$ cat src/rcrb_pkg.sv
/*
 Constants and carrier types for the radio control register bank.
 Assumes one 10 MHz clock; cycle figures derive from it.
*/
package rcrb_pkg;
    // ==========================================
    // Register offsets
    localparam logic [6:0] ADDR_VERSION = 7'h01;
    localparam logic [6:0] ADDR_STATUS_ONE = 7'h03;
    localparam logic [6:0] ADDR_STATUS_TWO = 7'h04;
    localparam logic [6:0] ADDR_ENABLE_ONE = 7'h05;
    localparam logic [6:0] ADDR_ENABLE_TWO = 7'h06;
    localparam logic [6:0] ADDR_PLL_TUNE = 7'h53;
    localparam logic [6:0] ADDR_RSVD_TIMING = 7'h54;
    localparam logic [6:0] ADDR_CAL_CTRL = 7'h55;
    localparam logic [6:0] ADDR_OFFSET_LOW = 7'h73;
    localparam logic [6:0] ADDR_OFFSET_HIGH = 7'h74;
    localparam logic [6:0] ADDR_BAND = 7'h75;
    localparam logic [6:0] ADDR_CARRIER_HIGH = 7'h76;
    localparam logic [6:0] ADDR_CARRIER_LOW = 7'h77;

    // ==========================================
    // Reset values and implemented bits
    localparam logic [7:0] RST_ENABLE_ONE = 8'h00;
    localparam logic [7:0] RST_ENABLE_TWO = 8'h01;
    localparam logic [7:0] RST_PLL_TUNE = 8'h45;
    localparam logic [7:0] RST_RSVD_TIMING = 8'h00;
    localparam logic [7:0] RST_CAL_CTRL = 8'h04;
    localparam logic [7:0] RST_OFFSET_LOW = 8'h00;
    localparam logic [1:0] RST_OFFSET_HIGH = 2'h0;
    localparam logic [7:0] RST_BAND = 8'h35;
    localparam logic [7:0] RST_CARRIER_HIGH = 8'hbb;
    localparam logic [7:0] RST_CARRIER_LOW = 8'h80;
    localparam logic [7:0] MASK_IRQ_ONE = 8'hec;
    localparam logic [7:0] MASK_IRQ_TWO = 8'h0f;
    localparam logic [7:0] MASK_BAND = 8'h7f;
    localparam logic [7:0] MASK_CAL_WR = 8'h57;

    // ==========================================
    // Field positions
    localparam int PLLTS_LSB = 3;
    localparam int CAL_XTAL_HALF = 6;
    localparam int CAL_ADC_DONE = 5;
    localparam int CAL_RC_FINE_EN = 4;
    localparam int CAL_RC_FORCE = 3;
    localparam int CAL_VCO_MODE = 2;
    localparam int CAL_VCO_FORCE = 1;
    localparam int CAL_VCO_SKIP = 0;
    localparam int BAND_SUB = 6;
    localparam int BAND_HIGH = 5;

    // ==========================================
    // Synthesizer arithmetic
    localparam logic [4:0] BAND_INT_MAX = 5'd23;
    localparam logic [5:0] BAND_INT_OFFSET = 6'd24;
    localparam logic [15:0] FRAC_MODULUS = 16'd64000;

    // ==========================================
    // Timing
    localparam int CLK_HZ = 10_000_000;
    localparam int CYC_PER_US = CLK_HZ / 1_000_000;
    localparam int RC_FULL_CAL_US = 2000;
    localparam int RC_FULL_CAL_CYC = RC_FULL_CAL_US * CYC_PER_US;
    localparam int RC_FINE_PERIOD_S = 30;
    localparam int RC_FINE_PERIOD_CYC = RC_FINE_PERIOD_S * CLK_HZ;
    // Default settle code of 8 units gives 200 us
    localparam int PLL_SETTLE_DEFAULT_US = 200;
    localparam int PLL_SETTLE_UNIT_CYC = PLL_SETTLE_DEFAULT_US * CYC_PER_US / 8;
    localparam int PLL_INIT_UNIT_US = 2;
    localparam int PLL_INIT_UNIT_CYC = PLL_INIT_UNIT_US * CYC_PER_US;
    localparam int VCO_CAL_US = 5;
    localparam int VCO_CAL_CYC = VCO_CAL_US * CYC_PER_US;

    // ==========================================
    // Types
    typedef enum logic [1:0] {
        TUNE_IDLE,
        TUNE_INIT_WAIT,
        TUNE_VCO_CAL,
        TUNE_SETTLE
    } rcrb_tune_state_t;

    typedef struct packed {
        logic [5:0] divide_int;
        logic [15:0] fraction;
        logic high_band;
        logic sub_band;
    } rcrb_synth_cfg_t;

    typedef struct packed {
        logic [7:0] status_one;
        logic [7:0] status_two;
    } rcrb_events_t;
endpackage

$ cat src/rcrb_register_bank.sv
/*
 Radio control register bank: interrupt status/enable, version, PLL timing,
 calibration control and synthesizer frequency words.
 Assumes a synchronous byte port and event pulses on sys_clk_i.
*/
// What this block does
// - Drive interrupt low on enabled active event
// - Interrupt stays low until status read
// - Only enabled events may assert interrupt
// - Status read clears its enabled bits
// - Disabled events still set readable status
// - Version read-only, five bits, upper zero
// - Auto VCO calibration on power-up, frequency change
// - VCO calibrate bit forces calibration
// - RC fine calibration every 30 s
// - RC calibrate bit forces 2 ms calibration
// - Settle-time field sets PLL settle wait
// - Initial-wait field delays before PLL settling
// - Modulo-64000 fractional accumulator at 10 MHz
// - Integer divide is band integer plus 24
// - Band integer above 23 stored as 23
// - Band select chooses high or low band
// - Fraction combines carrier, offset and deviation
// - FSK varies fraction with each data bit
`timescale 1ns/100ps
module rcrb_register_bank #(
    parameter logic [4:0] VERSION_CODE = 5'h0b, // Arbitrary value
    parameter int RC_FULL_CAL_CYCLES = rcrb_pkg::RC_FULL_CAL_CYC,
    parameter int RC_FINE_PERIOD_CYCLES = rcrb_pkg::RC_FINE_PERIOD_CYC
) (
    input wire logic sys_clk_i,
    input wire logic rst_b_i,
    input wire logic [6:0] reg_addr_i,
    input wire logic reg_wr_i,
    input wire logic reg_rd_i,
    input wire logic [7:0] reg_wdata_i,
    output logic [7:0] reg_rdata_o,
    input wire rcrb_pkg::rcrb_events_t events_i,
    input wire logic converter_calibration_done_i,
    input wire logic [8:0] deviation_word_i,
    input wire logic fsk_enable_i,
    input wire logic tx_data_i,
    output logic interrupt_request_low_o,
    output logic vco_cal_active_o,
    output logic pll_settling_o,
    output logic pll_ready_o,
    output logic rc_full_cal_o,
    output logic rc_fine_cal_o,
    output logic crystal_start_half_time_o,
    output logic oscillator_calibration_mode_o,
    output rcrb_pkg::rcrb_synth_cfg_t synth_cfg_o,
    output logic ds_carry_o
);
    // ==========================================
    // Register storage
    logic [7:0] status_one;
    logic [7:0] status_two;
    logic [7:0] enable_one;
    logic [7:0] enable_two;
    logic [7:0] pll_tune_time;
    logic [7:0] reserved_timing;
    logic [7:0] calibration_control;
    logic [7:0] offset_low;
    logic [1:0] offset_high;
    logic [7:0] band_select;
    logic [7:0] carrier_high;
    logic [7:0] carrier_low;

    logic wr_status_sel;
    logic rd_one;
    logic rd_two;
    logic freq_write;
    logic [4:0] band_int_select;

    assign rd_one = reg_rd_i && (reg_addr_i == rcrb_pkg::ADDR_STATUS_ONE);
    assign rd_two = reg_rd_i && (reg_addr_i == rcrb_pkg::ADDR_STATUS_TWO);
    assign wr_status_sel = reg_wr_i;
    assign freq_write = reg_wr_i && (reg_addr_i >= rcrb_pkg::ADDR_OFFSET_LOW)
        && (reg_addr_i <= rcrb_pkg::ADDR_CARRIER_LOW);
    assign band_int_select = band_select[4:0];

    // ==========================================
    // Interrupt status
    // Set wins over read-clear: no event lost
    always_ff @(posedge sys_clk_i or negedge rst_b_i) begin
        if (!rst_b_i) begin
            status_one <= 8'h00;
            status_two <= 8'h00;
        end else begin
            status_one <= ((status_one & ~(rd_one ? enable_one : 8'h00))
                | events_i.status_one) & rcrb_pkg::MASK_IRQ_ONE;
            status_two <= ((status_two & ~(rd_two ? enable_two : 8'h00))
                | events_i.status_two) & rcrb_pkg::MASK_IRQ_TWO;
        end
    end

    // Level follows enabled pending bits
    always_ff @(posedge sys_clk_i or negedge rst_b_i) begin
        if (!rst_b_i) begin
            interrupt_request_low_o <= 1'b1;
        end else begin
            interrupt_request_low_o <= ~(|(status_one & enable_one)
                | |(status_two & enable_two));
        end
    end

    // ==========================================
    // Plain read/write registers
    always_ff @(posedge sys_clk_i or negedge rst_b_i) begin
        if (!rst_b_i) begin
            enable_one <= rcrb_pkg::RST_ENABLE_ONE;
            enable_two <= rcrb_pkg::RST_ENABLE_TWO;
            pll_tune_time <= rcrb_pkg::RST_PLL_TUNE;
            reserved_timing <= rcrb_pkg::RST_RSVD_TIMING;
            offset_low <= rcrb_pkg::RST_OFFSET_LOW;
            offset_high <= rcrb_pkg::RST_OFFSET_HIGH;
            band_select <= rcrb_pkg::RST_BAND;
            carrier_high <= rcrb_pkg::RST_CARRIER_HIGH;
            carrier_low <= rcrb_pkg::RST_CARRIER_LOW;
        end else if (wr_status_sel) begin
            case (reg_addr_i)
                rcrb_pkg::ADDR_ENABLE_ONE: enable_one <= reg_wdata_i & rcrb_pkg::MASK_IRQ_ONE;
                rcrb_pkg::ADDR_ENABLE_TWO: enable_two <= reg_wdata_i & rcrb_pkg::MASK_IRQ_TWO;
                rcrb_pkg::ADDR_PLL_TUNE: pll_tune_time <= reg_wdata_i;
                rcrb_pkg::ADDR_RSVD_TIMING: reserved_timing <= reg_wdata_i;
                rcrb_pkg::ADDR_OFFSET_LOW: offset_low <= reg_wdata_i;
                rcrb_pkg::ADDR_OFFSET_HIGH: offset_high <= reg_wdata_i[1:0];
                rcrb_pkg::ADDR_BAND: begin
                    band_select <= reg_wdata_i & rcrb_pkg::MASK_BAND;
                    if (reg_wdata_i[4:0] > rcrb_pkg::BAND_INT_MAX) begin
                        band_select[4:0] <= rcrb_pkg::BAND_INT_MAX;
                    end
                end
                rcrb_pkg::ADDR_CARRIER_HIGH: carrier_high <= reg_wdata_i;
                rcrb_pkg::ADDR_CARRIER_LOW: carrier_low <= reg_wdata_i;
                default: ;
            endcase
        end
    end

    // ==========================================
    // Calibration control; triggers self-clear
    logic rc_busy;
    logic vco_cal_done;
    rcrb_pkg::rcrb_tune_state_t tune_state;

    always_ff @(posedge sys_clk_i or negedge rst_b_i) begin
        if (!rst_b_i) begin
            calibration_control <= rcrb_pkg::RST_CAL_CTRL;
        end else begin
            if (reg_wr_i && (reg_addr_i == rcrb_pkg::ADDR_CAL_CTRL)) begin
                calibration_control[rcrb_pkg::CAL_XTAL_HALF] <= reg_wdata_i[rcrb_pkg::CAL_XTAL_HALF];
                calibration_control[rcrb_pkg::CAL_RC_FINE_EN] <= reg_wdata_i[rcrb_pkg::CAL_RC_FINE_EN];
                calibration_control[rcrb_pkg::CAL_VCO_MODE] <= reg_wdata_i[rcrb_pkg::CAL_VCO_MODE];
                calibration_control[rcrb_pkg::CAL_VCO_SKIP] <= reg_wdata_i[rcrb_pkg::CAL_VCO_SKIP];
                if (reg_wdata_i[rcrb_pkg::CAL_RC_FORCE]) begin
                    calibration_control[rcrb_pkg::CAL_RC_FORCE] <= 1'b1;
                end
                if (reg_wdata_i[rcrb_pkg::CAL_VCO_FORCE]) begin
                    calibration_control[rcrb_pkg::CAL_VCO_FORCE] <= 1'b1;
                end
            end else begin
                if (rc_busy && !rc_full_cal_o) begin
                    calibration_control[rcrb_pkg::CAL_RC_FORCE] <= 1'b0;
                end
                if (vco_cal_done) begin
                    calibration_control[rcrb_pkg::CAL_VCO_FORCE] <= 1'b0;
                end
            end
        end
    end

    assign crystal_start_half_time_o = calibration_control[rcrb_pkg::CAL_XTAL_HALF];
    assign oscillator_calibration_mode_o = calibration_control[rcrb_pkg::CAL_VCO_MODE];

    // ==========================================
    // RC oscillator calibration timers
    logic [31:0] rc_full_count;
    logic [31:0] rc_fine_count;

    // Busy lets the force bit clear only after the run
    always_ff @(posedge sys_clk_i or negedge rst_b_i) begin
        if (!rst_b_i) begin
            rc_full_count <= 32'h0;
            rc_full_cal_o <= 1'b0;
            rc_busy <= 1'b0;
        end else if (rc_full_cal_o) begin
            rc_full_count <= rc_full_count + 32'h1;
            if (rc_full_count == 32'(RC_FULL_CAL_CYCLES - 1)) begin
                rc_full_cal_o <= 1'b0;
            end
        end else if (rc_busy) begin
            rc_busy <= 1'b0;
        end else if (calibration_control[rcrb_pkg::CAL_RC_FORCE]) begin
            rc_full_count <= 32'h0;
            rc_full_cal_o <= 1'b1;
            rc_busy <= 1'b1;
        end
    end

    always_ff @(posedge sys_clk_i or negedge rst_b_i) begin
        if (!rst_b_i) begin
            rc_fine_count <= 32'h0;
            rc_fine_cal_o <= 1'b0;
        end else if (!calibration_control[rcrb_pkg::CAL_RC_FINE_EN]) begin
            rc_fine_count <= 32'h0;
            rc_fine_cal_o <= 1'b0;
        end else if (rc_fine_count == 32'(RC_FINE_PERIOD_CYCLES - 1)) begin
            rc_fine_count <= 32'h0;
            rc_fine_cal_o <= 1'b1;
        end else begin
            rc_fine_count <= rc_fine_count + 32'h1;
            rc_fine_cal_o <= 1'b0;
        end
    end

    // ==========================================
    // VCO calibration and PLL tune sequencer
    logic auto_cal_req;
    logic [15:0] tune_count;
    logic [15:0] init_wait_cycles;
    logic [15:0] settle_cycles;

    assign init_wait_cycles = 16'(pll_tune_time[2:0] * rcrb_pkg::PLL_INIT_UNIT_CYC);
    assign settle_cycles = 16'(pll_tune_time[7:rcrb_pkg::PLLTS_LSB] * rcrb_pkg::PLL_SETTLE_UNIT_CYC);
    assign vco_cal_done = (tune_state == rcrb_pkg::TUNE_VCO_CAL)
        && (tune_count >= 16'(rcrb_pkg::VCO_CAL_CYC - 1));

    // Set at reset for power-up; frequency writes re-arm
    always_ff @(posedge sys_clk_i or negedge rst_b_i) begin
        if (!rst_b_i) begin
            auto_cal_req <= 1'b1;
        end else if (freq_write) begin
            auto_cal_req <= 1'b1;
        end else if (tune_state == rcrb_pkg::TUNE_IDLE) begin
            auto_cal_req <= 1'b0;
        end
    end

    always_ff @(posedge sys_clk_i or negedge rst_b_i) begin
        if (!rst_b_i) begin
            tune_state <= rcrb_pkg::TUNE_IDLE;
            tune_count <= 16'h0;
            pll_ready_o <= 1'b0;
        end else begin
            tune_count <= tune_count + 16'h1;
            case (tune_state)
                rcrb_pkg::TUNE_IDLE: begin
                    tune_count <= 16'h0;
                    if (auto_cal_req || calibration_control[rcrb_pkg::CAL_VCO_FORCE]) begin
                        tune_state <= rcrb_pkg::TUNE_INIT_WAIT;
                        pll_ready_o <= 1'b0;
                    end
                end
                rcrb_pkg::TUNE_INIT_WAIT: begin
                    if (tune_count >= init_wait_cycles) begin
                        tune_count <= 16'h0;
                        // Skip drops only automatic runs
                        if (calibration_control[rcrb_pkg::CAL_VCO_SKIP]
                            && !calibration_control[rcrb_pkg::CAL_VCO_FORCE]) begin
                            tune_state <= rcrb_pkg::TUNE_SETTLE;
                        end else begin
                            tune_state <= rcrb_pkg::TUNE_VCO_CAL;
                        end
                    end
                end
                rcrb_pkg::TUNE_VCO_CAL: begin
                    if (vco_cal_done) begin
                        tune_count <= 16'h0;
                        tune_state <= rcrb_pkg::TUNE_SETTLE;
                    end
                end
                rcrb_pkg::TUNE_SETTLE: begin
                    if (tune_count >= settle_cycles) begin
                        tune_state <= rcrb_pkg::TUNE_IDLE;
                        pll_ready_o <= 1'b1;
                    end
                end
                default: tune_state <= rcrb_pkg::TUNE_IDLE;
            endcase
        end
    end

    assign vco_cal_active_o = (tune_state == rcrb_pkg::TUNE_VCO_CAL);
    assign pll_settling_o = (tune_state == rcrb_pkg::TUNE_SETTLE);

    // ==========================================
    // Synthesizer divide words
    logic high_band;
    logic signed [18:0] frac_sum;
    logic signed [18:0] dev_term;
    logic [5:0] base_int;
    logic [5:0] next_int;
    logic [15:0] next_frac;
    logic [15:0] ds_accum;
    logic [16:0] accum_sum;

    assign high_band = band_select[rcrb_pkg::BAND_HIGH];
    assign base_int = {1'b0, band_int_select} + rcrb_pkg::BAND_INT_OFFSET;

    // Deviation is in fixed hertz steps; scale per band
    always_comb begin
        dev_term = 19'sd0;
        if (fsk_enable_i) begin
            dev_term = high_band ? 19'($signed({1'b0, deviation_word_i, 1'b0}))
                : 19'($signed({1'b0, deviation_word_i, 2'b00}));
            if (!tx_data_i) begin
                dev_term = -dev_term;
            end
        end
        frac_sum = $signed({3'b000, carrier_high, carrier_low})
            + 19'($signed({offset_high, offset_low})) + dev_term;
        next_int = base_int;
        next_frac = frac_sum[15:0];
        if (frac_sum < 19'sd0) begin
            next_int = base_int - 6'd1;
            next_frac = 16'(frac_sum + $signed({3'b000, rcrb_pkg::FRAC_MODULUS}));
        end else if (frac_sum >= $signed({3'b000, rcrb_pkg::FRAC_MODULUS})) begin
            next_int = base_int + 6'd1;
            next_frac = 16'(frac_sum - $signed({3'b000, rcrb_pkg::FRAC_MODULUS}));
        end
    end

    always_ff @(posedge sys_clk_i or negedge rst_b_i) begin
        if (!rst_b_i) begin
            synth_cfg_o <= '0;
        end else begin
            synth_cfg_o.divide_int <= next_int;
            synth_cfg_o.fraction <= next_frac;
            synth_cfg_o.high_band <= high_band;
            synth_cfg_o.sub_band <= band_select[rcrb_pkg::BAND_SUB];
        end
    end

    assign accum_sum = {1'b0, ds_accum} + {1'b0, synth_cfg_o.fraction};

    // First modulator stage; carry goes out on ds_carry_o, divide_int is not bumped here
    always_ff @(posedge sys_clk_i or negedge rst_b_i) begin
        if (!rst_b_i) begin
            ds_accum <= 16'h0;
            ds_carry_o <= 1'b0;
        end else if (accum_sum >= {1'b0, rcrb_pkg::FRAC_MODULUS}) begin
            ds_accum <= 16'(accum_sum - {1'b0, rcrb_pkg::FRAC_MODULUS});
            ds_carry_o <= 1'b1;
        end else begin
            ds_accum <= accum_sum[15:0];
            ds_carry_o <= 1'b0;
        end
    end

    // ==========================================
    // Read data, taken before the read-clear
    always_ff @(posedge sys_clk_i or negedge rst_b_i) begin
        if (!rst_b_i) begin
            reg_rdata_o <= 8'h00;
        end else if (reg_rd_i) begin
            case (reg_addr_i)
                rcrb_pkg::ADDR_VERSION: reg_rdata_o <= {3'b000, VERSION_CODE};
                rcrb_pkg::ADDR_STATUS_ONE: reg_rdata_o <= status_one;
                rcrb_pkg::ADDR_STATUS_TWO: reg_rdata_o <= status_two;
                rcrb_pkg::ADDR_ENABLE_ONE: reg_rdata_o <= enable_one;
                rcrb_pkg::ADDR_ENABLE_TWO: reg_rdata_o <= enable_two;
                rcrb_pkg::ADDR_PLL_TUNE: reg_rdata_o <= pll_tune_time;
                rcrb_pkg::ADDR_RSVD_TIMING: reg_rdata_o <= reserved_timing;
                rcrb_pkg::ADDR_CAL_CTRL: begin
                    reg_rdata_o <= calibration_control & rcrb_pkg::MASK_CAL_WR;
                    reg_rdata_o[rcrb_pkg::CAL_ADC_DONE] <= converter_calibration_done_i;
                    reg_rdata_o[rcrb_pkg::CAL_RC_FORCE] <= calibration_control[rcrb_pkg::CAL_RC_FORCE];
                end
                rcrb_pkg::ADDR_OFFSET_LOW: reg_rdata_o <= offset_low;
                rcrb_pkg::ADDR_OFFSET_HIGH: reg_rdata_o <= {6'h00, offset_high};
                rcrb_pkg::ADDR_BAND: reg_rdata_o <= band_select;
                rcrb_pkg::ADDR_CARRIER_HIGH: reg_rdata_o <= carrier_high;
                rcrb_pkg::ADDR_CARRIER_LOW: reg_rdata_o <= carrier_low;
                default: reg_rdata_o <= 8'h00;
            endcase
        end
    end
endmodule
$ cat config.mk
export PLATFORM = sky130hd
export DESIGN_NAME = rcrb_register_bank
export DESIGN_NICKNAME = d
export VERILOG_FILES = /design/src/rcrb_pkg.sv /design/src/rcrb_register_bank.sv
export SDC_FILE = /design/constraint.sdc
export NUM_CORES = 1
export LEC_CHECK = 0
export BUFFER_PORTS_ARGS = -buffer_cell sky130_fd_sc_hd__buf_2
export CELL_PAD_IN_SITES_DETAIL_PLACEMENT = 1
export CELL_PAD_IN_SITES_GLOBAL_PLACEMENT = 1
export CORE_MARGIN = 2
export CORE_UTILIZATION = 35
export CTS_CLUSTER_SIZE = 12
export DETAILED_ROUTE_END_ITERATION = 7
export PLACE_DENSITY = 0.71
export SLEW_MARGIN = 40
export SYNTH_ARGS = -nofsm -noshare
export SYNTH_HDL_FRONTEND = slang
export SYNTH_SLANG_ARGS = --single-unit
$ cat constraint.sdc
create_clock -name sys_clk_i -period 6.04 [get_ports sys_clk_i]
set_input_delay 1.208 -clock sys_clk_i [delete_from_list [all_inputs] [get_ports sys_clk_i]]
set_output_delay 1.208 -clock sys_clk_i [all_outputs]
set_load 0.1 [all_outputs]
Word level (Yosys, flattened, before mapping)

Cells that the tools add are included.

Muxes and demuxes: 44
Add/sub/neg operators: 13
$lt $le $gt $ge: 9
Bitwise operators: 10
Eq/ne operators: 25
Reduce and logical (&&, ||, !) cells: 33
Multipliers: 2

Operator list:

| operator               | number |
|---|---|
| $mux 32                | 5 |
| $pmux 8 s13            | 1 |
| $mux 16                | 5 |
| $add 32x1->32 const B  | 2 |
| $eq 7x7->1 const B     | 8 |
| $pmux 16 s3            | 1 |
| $mux 19                | 2 |
| $eq 32x15->1 const B   | 1 |
| $eq 32x29->1 const B   | 1 |
| $reduce_and 2->1       | 12 |
| $eq 7x3->1 const B     | 3 |
| $add 18x19->19         | 1 |
| $ge 19x17->1 const B   | 1 |
| $lt 19x1->1 const B    | 1 |
| $neg 11->19            | 1 |
| $add 17x10->18         | 1 |
| $mux 1                 | 18 |
| $add 16x16->17         | 1 |
| $ge 17x16->1 const B   | 1 |
| $add 16x1->16 const B  | 1 |
| $add 16x12->16 const B | 1 |
| $and 8x8->8            | 2 |
| $ge 16x13->1           | 1 |
| $ge 16x6->1 const B    | 1 |
| other kinds (40)       | 64 |

Logic and storage cells: 168
Bits of input ports: 47
Bits in registers: 210
Output and inout port bits: 41

Logic depth before layout (Yosys ltp)

Word-level depth: 8
Depth in mapped cells: 24

Least setup slack after synthesis

No wires, ideal clock.

Path type: input to register
Start point: input deviation_word_i[1]
End point: register synth_cfg_o[16] (netlist bit)
Stages: 20
Data arrival time: 6,308 ps
Path slack: -395 ps
Library setup time: 128 ps
Required time: 5,912 ps
Cell sequence: mux2i_1 ha_1 or3b_2 or3_1 nor3_1 nand2b_1 a31oi_1 o211ai_1 fa_1 inv_1 ha_1 a21o_1 a21oi_1 xor2_1 inv_1 or4b_4 a2111oi_4 nor3_2 o41a_1 xnor2_1

Word-level cells in the longest chain between the ends: 8
Elaborated cells on any way between the ends: 11
Those cells by class: add/sub: 4; order compare: 2; mux: 5

RTL lines:

| element                                               | line                                                 | text |
|---|---|---|
| start, declared                                       | rcrb_register_bank.sv:40                             | `input wire logic [8:0] deviation_word_i,` |
| $mux 11 (*)                                           | rcrb_register_bank.sv:305                            | `dev_term = high_band ? 19'($signed({1'b0, deviation_word_i, 1'b0}))` |
| $neg 11->19                                           | rcrb_register_bank.sv:308                            | `dev_term = -dev_term;` |
| $mux 19 (*)                                           | rcrb_register_bank.sv:307                            | `if (!tx_data_i) begin` |
| $mux 19 (*)                                           | rcrb_register_bank.sv:304                            | `if (fsk_enable_i) begin` |
| $add 18x19->19 (*)                                    | rcrb_register_bank.sv:312                            | `+ 19'($signed({offset_high, offset_low})) + dev_term;` |
| $sub 16x12->16 / $ge 19x17->1 (equally long branches) | rcrb_register_bank.sv:320, rcrb_register_bank.sv:318 |  |
| $mux 16                                               | rcrb_register_bank.sv:318                            | `end else if (frac_sum >= $signed({3'b000, rcrb_pkg::FRAC_MODULUS})) begin` |
| $mux 16 (*)                                           | rcrb_register_bank.sv:315                            | `if (frac_sum < 19'sd0) begin` |
| named net next_frac[14]                               | rcrb_register_bank.sv:294                            | `logic [15:0] next_frac;` |
| end, declared                                         | rcrb_register_bank.sv:51                             | `output rcrb_pkg::rcrb_synth_cfg_t synth_cfg_o,` |

The timed path passes the listed nets; every way through them passes the cells marked *.
A chain may end at the register's enable or synchronous reset.

Final worst setup path

Start point: input deviation_word_i[0]
End point: register synth_cfg_o[16] (netlist bit)

Word-level cells in the longest chain between the ends: 8
Elaborated cells on any way between the ends: 11
Those cells by class: add/sub: 4; order compare: 2; mux: 5

RTL lines:

| element                                               | line                                                 | text |
|---|---|---|
| $mux 11 (*)                                           | rcrb_register_bank.sv:305                            |  |
| $neg 11->19                                           | rcrb_register_bank.sv:308                            |  |
| $mux 19 (*)                                           | rcrb_register_bank.sv:307                            |  |
| $mux 19 (*)                                           | rcrb_register_bank.sv:304                            |  |
| $add 18x19->19 (*)                                    | rcrb_register_bank.sv:312                            |  |
| named net frac_sum[7]                                 | rcrb_register_bank.sv:290                            | `logic signed [18:0] frac_sum;` |
| $sub 16x12->16 / $ge 19x17->1 (equally long branches) | rcrb_register_bank.sv:320, rcrb_register_bank.sv:318 |  |
| $mux 16                                               | rcrb_register_bank.sv:318                            |  |
| $mux 16 (*)                                           | rcrb_register_bank.sv:315                            |  |
| named net next_frac[14]                               | rcrb_register_bank.sv:294                            |  |

Marked as above.

==> results by group <==
Outcome
  • Outcome: complete, no violations

Yosys
  • Post-synth ARST share: 100%
  • Cells after Synth: 1385
  • Top-count cell post-synth: dfrtp_1
  • Synth Flop Type: dfrtp_1
  • Top cells by area, synth: dfrtp_1, ha_1, mux2_2
  • Post-Syn Area: 0.0134 mm^2
  • Syn_nets: 1556
  • Synth warn: 0
  • Synth cell count leaders: dfrtp_1, nor2_1, inv_1, ha_1, nand2_1
  • Number of synthesized flops with an enable pin: 0
  • Top-area cell type share of the netlist area: 35.8%
  • #FFs+latches synth: 210
  • Leading area contributor after synthesis: dfrtp_1
  • Mean post-synth cell area: 9.69 um^2
  • Register area share after synthesis: about two fifths
  • Yosys cell types: 78

Clocking
  • H-tree depth: 1
  • Clk sinks: 210
  • CTS tree: built
  • Clock slew at reported path FFs: 0.06 ns
  • Clock buffer depth: 3
  • Clk Tree Root Cell: clkbuf_16
  • Number of hold buffers added after CTS: 0
  • CTS buffer count: 26
  • Later-pin clock latency in the skew report: 0.57 ns

Min path
  • Hold Crit Class: reg2reg
  • Worst hold path depth: 0

Layout
  • Final std cells w/o fill: 2068
  • Layout area overhead: 19.3%
  • Final core utilization: a little over two fifths
  • Nets: 1706
  • Share of layout cells above drive strength 1: between 10% and 20%
  • # fillers: between 4000 and 5000

Power
  • Lkg Pwr: 7.22 nW
  • PwrDens: 434 mW/mm^2
  • Maximum vdd drop: ~350 uV
  • Tot Pwr: 6.94 mW

Placed design
  • Hpwl dp: roughly 28000 um
  • DP Cell Count: 2011
  • Final weighted congestion in routability-driven placement: 0.881
  • IO buf count: 80

Route
  • Vias after detailed routing: 11200
  • Antenna-violating nets left: 0
  • Detailed Route WL: 38000 um
  • Wirelength per Cell: 18.4 um
  • Via density: 5.43
  • 1st-iter DRT viols: 572
  • Remaining DRCs: 0
  • DRT Pass-1 Iters: 4

Worst setup path
  • CP Data Required Time: between 6 and 7 ns
  • CP startpoint kind: input port
  • FF-to-FF setup slack: roughly 0.29 ns
  • CP max FO: 8
  • Crit path kind: in2reg
  • Worst EP arrival: around 6.2 ns
  • Cell depth of the worst flop-to-flop path: 18
  • CP endpoint kind: flop

Timing
  • Tmin final: 5.83 ns
  • Tcrit/Tclk final: 96.5%
  • Tightest Pin Transition: 0.830 ns
  • Max Clk Rate: 0.172 GHz
  • Hold_ws: 0.467 ns
  • Worst Skew: 0.0374 ns
  • Slew HR: 44.5%
  • Final hold violation count: 0
  • Setup-failing EPs final: 0
  • Count of final max-slew check failures: 0
  • Setup TNS: 0 ns

Die
  • Core footprint: 0.0377 mm^2
  • Die ar.: 0.0399 mm^2
  • Die Span Y: about 200 um
  • Rows: 71
  • Die W: 200 um
  • IO Pins: 88
  • Initial core utilization: 35.6%

Global route
  • Global-route wire length before repair: 62500 um
  • Initial antenna violation count: 1
  • Vias in the first global route: 11700
  • Total GRT Usage: slightly below 20%
  • Largest net degree at the start of global routing: around 140
  • Total grt overflow: 0

Run
  • Maxcap violations: 0
==> layout make-up <==
class	instances	area, um^2	share of cell area, %
antenna	2	5.00	0.0313
inverter	100	375	2.35
clock inverter	7	114	0.711
clock buffer	41	787	4.92
sequential	210	5280	33.0
timing repair buffer	154	1030	6.42
multi-input combinational	1043	7780	48.6
tap	511	639	4.00
==> cell usage in the layout (no fill, tap or decap), types with 46 or more instances in the layout <==
cell type / count
a21oi_1: 58
buf_2: 77
buf_4: 71
dfrtp_1: 192
ha_1: 95
inv_1: 100
mux2_2: 57
nand2_1: 92
nand3_1: 75
nor2_1: 120
o21ai_0: 60
xnor2_1: 46
==> kinds of logic (layout without fill, tap and decap cells) <==
| kind of cell | count (synthesis) | in the layout | synth area share [%] |
|---|---|---|---|
| other | 0 | 2 | 0 |
| and+or+nand+nor | 446 | 446 | 16.3 |
| adders and majority gates | 124 | 124 | 13.1 |
| xor gates and xnor gates | 89 | 89 | 5.81 |
| DFF | 210 | 210 | 39.3 |
| AOI/OAI and AO/OA | 318 | 318 | 16.2 |
| buffers and inverters | 132 | 302 | 3.77 |
| muxes | 66 | 66 | 5.46 |
==> where the power goes <==
part           switching [mW]  leakage, nW  internal (mW)  total (mW)
clock network           0.644        0.442          0.980        1.62
registers               0.182         2.68           1.65        1.83
logic                    2.22         4.10           1.27        3.49
==> worst max-delay path, stage by stage <==
cell	delay (ns)
buf_8	0.10
mux2i_4	0.15
ha_2	0.20
or3b_4	0.39
or3_4	0.42
o211ai_1	0.19
o21ai_1	0.11
a21oi_2	0.15
fa_1	0.45
ha_4	0.34
nor2b_2	0.05
a311oi_2	0.27
o311ai_2	0.15
or4_1	0.44
or4b_4	0.57
a2111oi_4	0.44
nor3_4	0.14
o41a_1	0.34
xnor2_1	0.14
==> stage by stage <==
step / instance area [um^2] / setup slack, ns
after floorplan: 13400 / 0.00545
after global placement: 14900 / -0.455
after detailed placement: 14900 / -0.600
after CTS: 15800 / 0.0698
after global routing: 16000 / -0.00000266
final: 16000 / 0.209
==> worst paths after layout <==
| check | start | end |
|---|---|---|
| min in group asynchronous | rst_b_i | synth_cfg_o[0] |
| max in group asynchronous | rst_b_i | enable_two[0] |
| min reg2reg | band_select[6] | synth_cfg_o[0] |
| max reg2reg | band_select[5] | synth_cfg_o[16] |
| max | deviation_word_i[0] | synth_cfg_o[16] |
| min | band_select[6] | synth_cfg_o[0] |
==> registers in the layout (all words and copies together) (netlist names), 2 cells and up <==
name                 count
status_one               5
pll_tune_time            8
enable_two               4
enable_one               5
reg_rdata_o              8
carrier_low              8
calibration_control      4
reserved_timing          8
offset_low               8
rc_fine_count           32
offset_high              2
ds_accum                16
rc_full_count           32
synth_cfg_o             24
tune_count              16
status_two               4
carrier_high             8
band_select              7
tune_state               2
==> layer usage <==
layer / GRT usage [%] / up-vias / wire (um)
met1: 27.2 / 5677 / 17800
met2: 32.5 / 210 / 18000
li1: - / 5305 / -
met3: 2.74 / 44 / 1580
met5: 0 / - / 0
met4: 3.76 / 0 / 663
==> timing repair <==
action                                  4_1_cts  5_1_grt
pin swaps                                     0       10
setup buffers                                 0        6
resized for setup                             2       18
endpoints found under the setup margin        1       11
Power figures use the tool's default switching activity.
